$ cat config.mk
export PLATFORM = sky130hd
export DESIGN_NAME = issp_i2c_slave
export DESIGN_NICKNAME = d
export VERILOG_FILES = /design/src/hw/issp_pkg.sv /design/src/hw/issp_ln_if.sv /design/src/hw/issp_lnsync.sv /design/src/hw/issp_tmo.sv /design/src/hw/issp_i2c_slave.sv
export SDC_FILE = /design/constraint.sdc
export NUM_CORES = 1
export LEC_CHECK = 0
export BUFFER_PORTS_ARGS = -buffer_cell sky130_fd_sc_hd__buf_4
export CAP_MARGIN = 0
export CORE_UTILIZATION = 40
export DETAILED_ROUTE_END_ITERATION = 16
export GPL_TIMING_DRIVEN = 0
export MAX_ROUTING_LAYER = met4
export PLACE_DENSITY = 0.61
export SYNTH_ARGS = -nofsm -noshare
export SYNTH_HDL_FRONTEND = slang
export SYNTH_SLANG_ARGS = --single-unit
$ cat constraint.sdc
create_clock -name REF_CLK -period 7.01 [get_ports REF_CLK]
set_input_delay 1.0515 -clock REF_CLK [delete_from_list [all_inputs] [get_ports REF_CLK]]
set_output_delay 1.0515 -clock REF_CLK [all_outputs]
set_load 0.1 [all_outputs]
$ cat src/hw/issp_pkg.sv
// Summary of operation
// - slave works only with mode field 110 and interface enable set.
// - START, SDA falling while SCL high, sets the bus busy flag.
// - first seven bits after START, MSB first, form the calling address.
// - address equal to own address sets match flag and raises interrupt request.
// - eighth bit after START goes to read/write flag; one means master reads.
// - after an address match the slave drives ACK low on the ninth bit.
// - direction control one means transmit, zero means receive; software sets it.
// - after a match SCL is held low until data write or dummy read.
// - data bytes are eight bits, MSB first, after address acknowledge.
// - the receiving side drives the ninth-bit ACK or NACK after each eight data bits.
// - when receiving, the transmit-ack control bit goes on SDA at ninth clock.
// - when transmitting, the master's ninth-clock ack is stored in received ack.
// - as transmitter, a missing ack stops sending and releases SDA.
// - with wake-on-match set, an address match wakes the chip.
// - interrupt request on address match, byte complete or bus time-out.
// - time-out counter starts on START plus match; SCL falling clears it.
// - count passing the period before SCL falls declares time-out, resets bus logic.
// - time-out counting stops when STOP is detected.
// - transfer-complete flag low while a byte moves, high with interrupt after.
// - own address sits in bits 7 to 1; bit 0 not compared.
// - time-out period is (select plus one) times 32 sub-clock periods.
// - on time-out counter stops, enable clears, flag sets, status resets.
package issp_pkg;
	localparam int ADDR_W = 8;
	localparam int DATA_W = 32;
	localparam logic [7:0] OFF_CTRL = 8'h00;
	localparam logic [7:0] OFF_STAT = 8'h04;
	localparam logic [7:0] OFF_OWN = 8'h08;
	localparam logic [7:0] OFF_DATA = 8'h0C;
	localparam logic [7:0] OFF_TMO = 8'h10;
	localparam logic [7:0] OFF_IEN = 8'h14;
	localparam logic [2:0] MODE_I2C = 3'h6;
	localparam int MODE_LSB = 5;
	localparam int B_EN = 1;
	localparam logic [7:0] CTRL_RST = 8'hE0;
	localparam logic [7:0] CTRL_WM = 8'hEF;
	localparam logic [7:0] STAT_RST = 8'h81;
	localparam logic [7:0] STAT_SWM = 8'h1A;
	localparam int B_HCF = 7;
	localparam int B_ADDRESS_MATCH_FLAG = 6;
	localparam int B_HBB = 5;
	localparam int B_HTX = 4;
	localparam int B_TRANSMIT_ACK_CONTROL = 3;
	localparam int B_SRW = 2;
	localparam int B_WAKE = 1;
	localparam int B_RECEIVED_ACK_FLAG = 0;
	localparam int B_TEN = 7;
	localparam int B_TOF = 6;
	localparam int TSEL_W = 6;
	localparam logic [7:0] REG_RST = 8'h00;
	localparam logic [3:0] BITS = 4'h8;
	localparam int TMO_UNIT = 32;
	localparam int TMO_CW = 12;
	localparam logic [2:0] SYNC_RST = 3'h3;
	typedef enum logic [3:0] {
		S_IDLE = 4'h0,
		S_ADDR = 4'h1,
		S_AACK = 4'h3,
		S_HOLD = 4'h2,
		S_RX = 4'h6,
		S_RACK = 4'h7,
		S_TX = 4'h5,
		S_TACK = 4'h4,
		S_WSTOP = 4'hC
	} issp_state_e;
endpackage

$ cat src/hw/issp_ln_if.sv
`timescale 1ns/1ps
`default_nettype none
interface issp_ln_if;
	logic scl;
	logic sda;
	logic start;
	logic stop;
	logic scl_rise;
	logic scl_fall;
	logic sub_rise;
	modport src(output scl, sda, start, stop, scl_rise, scl_fall, sub_rise);
	modport snk(input scl, sda, start, stop, scl_rise, scl_fall, sub_rise);
endinterface
`default_nettype wire

$ cat src/hw/issp_lnsync.sv
`timescale 1ns/1ps
`default_nettype none
module issp_lnsync (
	input wire logic clk,
	input wire logic rst_n,
	input wire logic scl_i,
	input wire logic sda_i,
	input wire logic sub_i,
	issp_ln_if.src ln
);
	import issp_pkg::*;
	// bit 0 scl, bit 1 sda, bit 2 sub-clock
	logic [2:0] s1_q;
	logic [2:0] s2_q;
	logic [2:0] s3_q;
	always_ff @(posedge clk or negedge rst_n) begin
		if (!rst_n) begin
			s1_q <= SYNC_RST;
			s2_q <= SYNC_RST;
			s3_q <= SYNC_RST;
		end else begin
			s1_q <= {sub_i, sda_i, scl_i};
			s2_q <= s1_q;
			s3_q <= s2_q;
		end
	end
	assign ln.scl = s2_q[0];
	assign ln.sda = s2_q[1];
	assign ln.start = s2_q[0] & s3_q[0] & s3_q[1] & ~s2_q[1];
	assign ln.stop = s2_q[0] & s3_q[0] & ~s3_q[1] & s2_q[1];
	assign ln.scl_rise = s2_q[0] & ~s3_q[0];
	assign ln.scl_fall = ~s2_q[0] & s3_q[0];
	assign ln.sub_rise = s2_q[2] & ~s3_q[2];
endmodule
`default_nettype wire

$ cat src/hw/issp_tmo.sv
`timescale 1ns/1ps
`default_nettype none
module issp_tmo #(
	parameter int CW = issp_pkg::TMO_CW
) (
	input wire logic clk,
	input wire logic rst_n,
	issp_ln_if.snk ln,
	input wire logic arm,
	input wire logic en,
	input wire logic [issp_pkg::TSEL_W-1:0] sel,
	output logic fire
);
	import issp_pkg::*;
	logic run_q;
	logic [CW-1:0] cnt_q;
	logic [CW-1:0] lim;
	assign lim = CW'((32'(sel) + 32'd1) * TMO_UNIT);
	assign fire = run_q & en & (cnt_q >= lim);
	always_ff @(posedge clk or negedge rst_n) begin
		if (!rst_n) begin
			run_q <= 1'b0;
			cnt_q <= '0;
		end else if (!en || fire || ln.stop) begin
			run_q <= 1'b0;
			cnt_q <= '0;
		end else if (arm) begin
			run_q <= 1'b1;
			cnt_q <= '0;
		end else if (ln.scl_fall) begin
			cnt_q <= '0;
		end else if (run_q && ln.sub_rise) begin
			cnt_q <= cnt_q + CW'(1);
		end
	end
endmodule
`default_nettype wire

$ cat src/hw/issp_i2c_slave.sv
// Added by the designer: the register offsets and register access over APB.
`timescale 1ns/1ps
`default_nettype none
module issp_i2c_slave (
	input wire logic REF_CLK,
	input wire logic NRST,
	input wire logic PSEL,
	input wire logic PENABLE,
	input wire logic PWRITE,
	input wire logic [issp_pkg::ADDR_W-1:0] PADDR,
	input wire logic [issp_pkg::DATA_W-1:0] PWDATA,
	output logic [issp_pkg::DATA_W-1:0] PRDATA,
	output logic PREADY,
	output logic PSLVERR,
	input wire logic SCL_I,
	output logic SCL_O,
	output logic SCL_OE,
	input wire logic SDA_I,
	output logic SDA_O,
	output logic SDA_OE,
	input wire logic FSUB_I,
	output logic IRQ,
	output logic WAKE
);
	import issp_pkg::*;

	issp_ln_if ln();
	issp_state_e st_q;
	issp_state_e st_d;
	logic [3:0] cnt_q;
	logic [3:0] cnt_d;
	logic [7:0] sh_q;
	logic [7:0] sh_d;
	logic [7:0] ctrl_q;
	logic [7:0] stat_q;
	logic [7:0] stat_d;
	logic [7:0] own_q;
	logic [7:0] data_q;
	logic [7:0] tmo_q;
	logic [7:0] tmo_d;
	logic ien_q;
	logic irq_q;
	logic wake_q;
	logic scl_oe_q;
	logic sda_oe_q;
	logic [DATA_W-1:0] prdata_q;
	logic match_ev;
	logic byte_ev;
	logic rx_end;
	logic tmo_ev;

	// ----------------------------------------------------------------
	// pin sampling and time-out
	// ----------------------------------------------------------------
	issp_lnsync u_sync (
		.clk(REF_CLK),
		.rst_n(NRST),
		.scl_i(SCL_I),
		.sda_i(SDA_I),
		.sub_i(FSUB_I),
		.ln(ln.src)
	);

	issp_tmo u_tmo (
		.clk(REF_CLK),
		.rst_n(NRST),
		.ln(ln.snk),
		.arm(match_ev),
		.en(tmo_q[B_TEN]),
		.sel(tmo_q[TSEL_W-1:0]),
		.fire(tmo_ev)
	);

	// ----------------------------------------------------------------
	// apb decode
	// ----------------------------------------------------------------
	wire logic acc = PSEL & PENABLE;
	wire logic wr = acc & PWRITE;
	wire logic rd = acc & ~PWRITE;
	wire logic sel_ctrl = PADDR == OFF_CTRL;
	wire logic sel_stat = PADDR == OFF_STAT;
	wire logic sel_own = PADDR == OFF_OWN;
	wire logic sel_data = PADDR == OFF_DATA;
	wire logic sel_tmo = PADDR == OFF_TMO;
	wire logic sel_ien = PADDR == OFF_IEN;
	wire logic mapped = sel_ctrl | sel_stat | sel_own | sel_data | sel_tmo | sel_ien;
	wire logic wr_data = wr & sel_data;
	wire logic rd_data = rd & sel_data;
	wire logic [7:0] rd_byte = sel_ctrl ? ctrl_q :
		sel_stat ? stat_q :
		sel_own ? own_q :
		sel_data ? data_q :
		sel_tmo ? tmo_q :
		sel_ien ? {7'h00, ien_q} : 8'h00;
	assign PREADY = 1'b1;
	assign PSLVERR = acc & ~mapped;
	assign PRDATA = prdata_q;

	// ----------------------------------------------------------------
	// bus state
	// ----------------------------------------------------------------
	wire logic active = (ctrl_q[MODE_LSB+:3] == MODE_I2C) & ctrl_q[B_EN];
	wire logic addr_hit = sh_q[7:1] == own_q[7:1];
	wire logic transmit_direction_control = stat_q[B_HTX];
	// software access that lets a held SCL go
	wire logic rel = (st_q == S_HOLD) & (transmit_direction_control ? wr_data : rd_data);
	wire logic quiet = active & ~ln.start & ~ln.stop & ~tmo_ev;

	always_comb begin
		st_d = st_q;
		cnt_d = cnt_q;
		sh_d = sh_q;
		match_ev = 1'b0;
		byte_ev = 1'b0;
		rx_end = 1'b0;
		if (!active || tmo_ev) begin
			st_d = S_IDLE;
		end else if (ln.stop) begin
			st_d = S_IDLE;
		end else if (ln.start) begin
			st_d = S_ADDR;
			cnt_d = 4'h0;
		end else begin
			case (st_q)
				S_ADDR, S_RX: begin
					if (ln.scl_rise) begin
						sh_d = {sh_q[6:0], ln.sda};
						cnt_d = cnt_q + 4'h1;
					end else if (ln.scl_fall && cnt_q == BITS) begin
						cnt_d = 4'h0;
						if (st_q == S_RX) begin
							rx_end = 1'b1;
							byte_ev = 1'b1;
							st_d = S_RACK;
						end else if (addr_hit) begin
							match_ev = 1'b1;
							st_d = S_AACK;
						end else begin
							st_d = S_WSTOP;
						end
					end
				end
				S_AACK, S_RACK: begin
					if (ln.scl_fall) begin
						st_d = S_HOLD;
					end
				end
				S_HOLD: begin
					if (rel) begin
						cnt_d = 4'h0;
						if (transmit_direction_control) begin
							sh_d = PWDATA[7:0];
							st_d = S_TX;
						end else begin
							st_d = S_RX;
						end
					end
				end
				S_TX: begin
					if (ln.scl_fall) begin
						sh_d = {sh_q[6:0], 1'b0};
						cnt_d = cnt_q + 4'h1;
						if (cnt_q == BITS - 4'h1) begin
							st_d = S_TACK;
						end
					end
				end
				S_TACK: begin
					if (ln.scl_fall) begin
						byte_ev = 1'b1;
						// a missing ack ends sending
						st_d = stat_q[B_RECEIVED_ACK_FLAG] ? S_WSTOP : S_HOLD;
					end
				end
				S_WSTOP: begin
					st_d = S_WSTOP;
				end
				default: begin
					st_d = S_IDLE;
				end
			endcase
		end
	end

	// ----------------------------------------------------------------
	// status and time-out control
	// ----------------------------------------------------------------
	always_comb begin
		stat_d = stat_q;
		if (wr && sel_stat) begin
			stat_d = (stat_q & ~STAT_SWM) | (PWDATA[7:0] & STAT_SWM);
		end
		if (ln.start) begin
			stat_d[B_HBB] = 1'b1;
			stat_d[B_ADDRESS_MATCH_FLAG] = 1'b0;
			stat_d[B_HCF] = 1'b0;
		end
		if (ln.stop) begin
			stat_d[B_HBB] = 1'b0;
		end
		if (rel) begin
			stat_d[B_HCF] = 1'b0;
		end
		if (match_ev) begin
			stat_d[B_ADDRESS_MATCH_FLAG] = 1'b1;
			stat_d[B_SRW] = sh_q[0];
			stat_d[B_HCF] = 1'b1;
		end
		if (byte_ev) begin
			stat_d[B_HCF] = 1'b1;
		end
		if (st_q == S_TACK && ln.scl_rise) begin
			stat_d[B_RECEIVED_ACK_FLAG] = ln.sda;
		end
		if (!active) begin
			stat_d = (stat_d & STAT_SWM) | (STAT_RST & ~STAT_SWM);
		end
		if (tmo_ev) begin
			stat_d = STAT_RST;
		end
	end

	always_comb begin
		tmo_d = tmo_q;
		if (wr && sel_tmo) begin
			tmo_d = PWDATA[7:0];
		end
		// the time-out event wins over a software write
		if (tmo_ev) begin
			tmo_d[B_TEN] = 1'b0;
			tmo_d[B_TOF] = 1'b1;
		end
	end

	// ----------------------------------------------------------------
	// pin drive
	// ----------------------------------------------------------------
	wire logic scl_oe_d = st_d == S_HOLD;
	wire logic sda_oe_d = (st_d == S_AACK) |
		((st_d == S_RACK) & ~stat_d[B_TRANSMIT_ACK_CONTROL]) |
		((st_d == S_TX) & ~sh_d[7]);
	assign SCL_O = 1'b0;
	assign SDA_O = 1'b0;
	assign SCL_OE = scl_oe_q;
	assign SDA_OE = sda_oe_q;
	assign IRQ = irq_q;
	assign WAKE = wake_q;

	// ----------------------------------------------------------------
	// registers
	// ----------------------------------------------------------------
	always_ff @(posedge REF_CLK or negedge NRST) begin
		if (!NRST) begin
			st_q <= S_IDLE;
			cnt_q <= 4'h0;
			sh_q <= REG_RST;
			stat_q <= STAT_RST;
			tmo_q <= REG_RST;
			scl_oe_q <= 1'b0;
			sda_oe_q <= 1'b0;
		end else begin
			st_q <= st_d;
			cnt_q <= cnt_d;
			sh_q <= sh_d;
			stat_q <= stat_d;
			tmo_q <= tmo_d;
			scl_oe_q <= scl_oe_d;
			sda_oe_q <= sda_oe_d;
		end
	end

	always_ff @(posedge REF_CLK or negedge NRST) begin
		if (!NRST) begin
			ctrl_q <= CTRL_RST;
			own_q <= REG_RST;
			ien_q <= 1'b0;
		end else if (wr) begin
			if (sel_ctrl) begin
				ctrl_q <= PWDATA[7:0] & CTRL_WM;
			end
			if (sel_own) begin
				own_q <= PWDATA[7:0];
			end
			if (sel_ien) begin
				ien_q <= PWDATA[0];
			end
		end
	end

	always_ff @(posedge REF_CLK or negedge NRST) begin
		if (!NRST) begin
			data_q <= REG_RST;
		end else if (rx_end) begin
			data_q <= sh_q;
		end else if (wr_data) begin
			data_q <= PWDATA[7:0];
		end
	end

	always_ff @(posedge REF_CLK or negedge NRST) begin
		if (!NRST) begin
			irq_q <= 1'b0;
			wake_q <= 1'b0;
			prdata_q <= '0;
		end else begin
			irq_q <= ien_q & (match_ev | byte_ev | tmo_ev);
			wake_q <= stat_q[B_WAKE] & match_ev;
			if (PSEL && !PENABLE) begin
				prdata_q <= {24'h000000, rd_byte};
			end
		end
	end
endmodule
`default_nettype wire

==> results_dict.tcl <==
set metrics [dict create \
    ys_seq_area_share_pct 45.5 \
    maxCapViolations 0 \
    fin_crit_sh_pct 49.0 \
    pin_count 88 \
    avgViaCountPerCell 5.38 \
    die_y_um 114 \
    synth_edf_count 0 \
    final.setup.tns_ns 0 \
    max_freq_ghz 0.291 \
    status "finished clean" \
    fin_crit_ns 3.44 \
    syn_area_per_cell_sq_um 9.91 \
    num_antenna_cells 0 \
    cts_buffers 9 \
    die_x_um 114 \
    grt_util_all_layers_pct 21.3 \
    gp_congestion 0.858 \
    wl_per_cell_um 16.8 \
    placed_cells 730 \
    setup_violations 0 \
    cp_max_fo 4 \
    p_leak_nw 2.66 \
    cts_tree "built" \
    grt_max_degree 91 \
    rsz0062_at_grt "false" \
    synthFlopType "dfrtp_1" \
    htreeDepth 3 \
    row_count 40 \
    met2_usage_pct 32.7 \
    endpoint_kind "primary output" \
    required_ns 5.96 \
    clock_sinks 90 \
    drv_slew 0 \
    cts_hold_buf 0 \
    synth_area_sq_um 4980 \
    yosysWarnings 0 \
    grt_pass1_vias 3874 \
    wl_um 12500 \
    cts_resized 0 \
    drive_gt1_share_pct 22.8 \
    antenna_found_initial 0 \
    criticalPathCategory "in -> out" \
    vias 4016 \
    p_per_area_nw_per_um2 201 \
    gr-usage-met3_pct 3.61 \
    dp_hpwl_um 9240 \
    dr.first_iter.drc_count 265 \
    clk_pin_slew_ns 0.06 \
    setup_ws_ns 3.57 \
    synthArstFlopShare_pct 100 \
    die-area_sq_um 12900 \
    met1_usage_pct 27.7 \
    hold_violations 0 \
    area_growth_pct 17.8 \
    initial_core_util_pct 41.3 \
    drc 0 \
    max_slew_margin_pct 25.3 \
    synth.distinct_cells 59 \
    ctsLongestPathBuffers 2 \
    final_cell_mix "dfrtp_1, buf_4, nor2_1" \
    cts-root-buf "clkbuf_16" \
    port_buffers 35 \
    ys_seq_elements 90 \
    final_net_count 633 \
    final_cells 746 \
    post-place-ws_ns 3.43 \
    crit_path_start_kind "input port" \
    ant_nets 0 \
    insertion_delay_ns 0.34 \
    fin_skew_ns 0.00844 \
    worstMarginPinSlew_ns 1.11 \
    nFillCells 1145 \
    hold_path.class "reg -> reg" \
    dr.pass1.iters 5 \
    vdd_drop_max_mv 0.0951 \
    grt_overflow_total 0 \
    critPathArrivalTime_ns 2.38 \
    core_sq_um 12100 \
    top_usage_layer "met2" \
    grt_pass1_wl_um 20400 \
    post_cts_buffers 0 \
    syn_inst 502 \
    final_common_cell "dfrtp_1" \
]
## flip-flops by register name, indices dropped and copies added, names as in the netlist, 7 cells and up
name,count
ctrl_q,7
own_q,8
tmo_q,8
PRDATA,8
stat_q,8
data_q,8
sh_q,8
u_tmo.cnt_q,12
## Yosys cell counts, drive strengths merged (4+ instances only)
cell,n,area share [%]
nand4,9,1.1
dfrtp,79,40
a21o,7,1.1
or4,4,0.68
o21ai,19,1.9
mux2i,14,2.8
a31oi,7,0.88
ha,12,3.0
a22oi,15,2.3
clkbuf,17,1.3
o31ai,5,0.75
buf,31,4.6
and2,5,0.63
and3,6,0.75
inv,12,0.90
a222oi,5,1.0
nand2b,10,1.3
xor2,11,1.9
xnor2,12,2.1
nor2,44,3.4
dfstp,11,5.8
nor2b,6,0.75
nor3,9,1.4
a21oi,37,4.3
or3,4,0.50
nand3,17,1.7
nand4b,4,0.70
mux2,22,5.0
nand2,38,2.9
## final timing paths
| check | startpoint | end | slack [ns] | cells past startpoint |
|---|---|---|---|---|
| setup reg to reg | tmo_q[0] | cnt_q[1] | 3.58 | 11 |
| max in group asynchronous | NRST | ctrl_q[3] | 5.37 | 1 |
| setup / recovery | PADDR[0] | PSLVERR | 3.57 | 5 |
| min in group asynchronous | NRST | cnt_q[2] | 0.92 | 1 |
| hold reg to reg | u_sync.s1_q[0] | u_sync.s2_q[0] | 0.36 | 0 |
| hold / removal | u_sync.s1_q[0] | u_sync.s2_q[0] | 0.36 | 0 |
## kinds of logic after synthesis
logic type | Yosys count | share of synthesized area, %
mux | 36 | 7.79
buf+inv | 60 | 6.79
fa+ha+maj | 12 | 3.02
simple gates | 168 | 17.6
other cells | 2 | 0.151
compound gates | 111 | 15.0
xor+xnor | 23 | 4.05
flops | 90 | 45.5
## report_power, final
group          switching (mW)  total (mW)  internal (mW)
clock network           0.198       0.518          0.321
logic                   0.101       0.129         0.0280
registers             0.00490       0.532          0.527
## metal layers
metal | part of all wire, % | wire [um] | vias up
met4 | 2.7 | 335 | 0
met3 | 5.4 | 680 | 25
li1 | - | - | 1891
met2 | 46 | 5760 | 142
met1 | 46 | 5730 | 1958
met5 | 0 | 0 | -
## final cells by class
cell class | instances | area (sq um) | area share, %
Buffer | 48 | 293 | 4.99
Clock buffer | 11 | 243 | 4.14
Clock inverter | 5 | 77.6 | 1.32
Inverter | 12 | 45.0 | 0.768
Multi-Input combinational cell | 377 | 2470 | 42.1
Sequential cell | 90 | 2270 | 38.6
Tap cell | 168 | 210 | 3.58
Timing Repair Buffer | 35 | 263 | 4.48
## worst max-delay path, cell delays in order
cell	delay, ns
buf_4	0.11
or4_4	0.56
nor2_1	0.27
a21oi_1	0.14
buf_4	0.26
## per-stage QoR
stage / cell area [sq um] / util (%) / total power [mW] / hold slack, ns
2_1_floorplan: 5070 / - / 0.636 / 0.331
3_3_place_gp: 5540 / 46.0 / 0.670 / 0.334
3_5_place_dp: 5540 / 46.0 / 0.671 / 0.345
4_1_cts: 5860 / 48.6 / 1.19 / 0.357
5_1_grt: 5860 / 48.6 / 1.22 / 0.359
6_report: 5860 / 48.6 / 1.18 / 0.356
No activity file was read; power rests on OpenSTA's default activity.
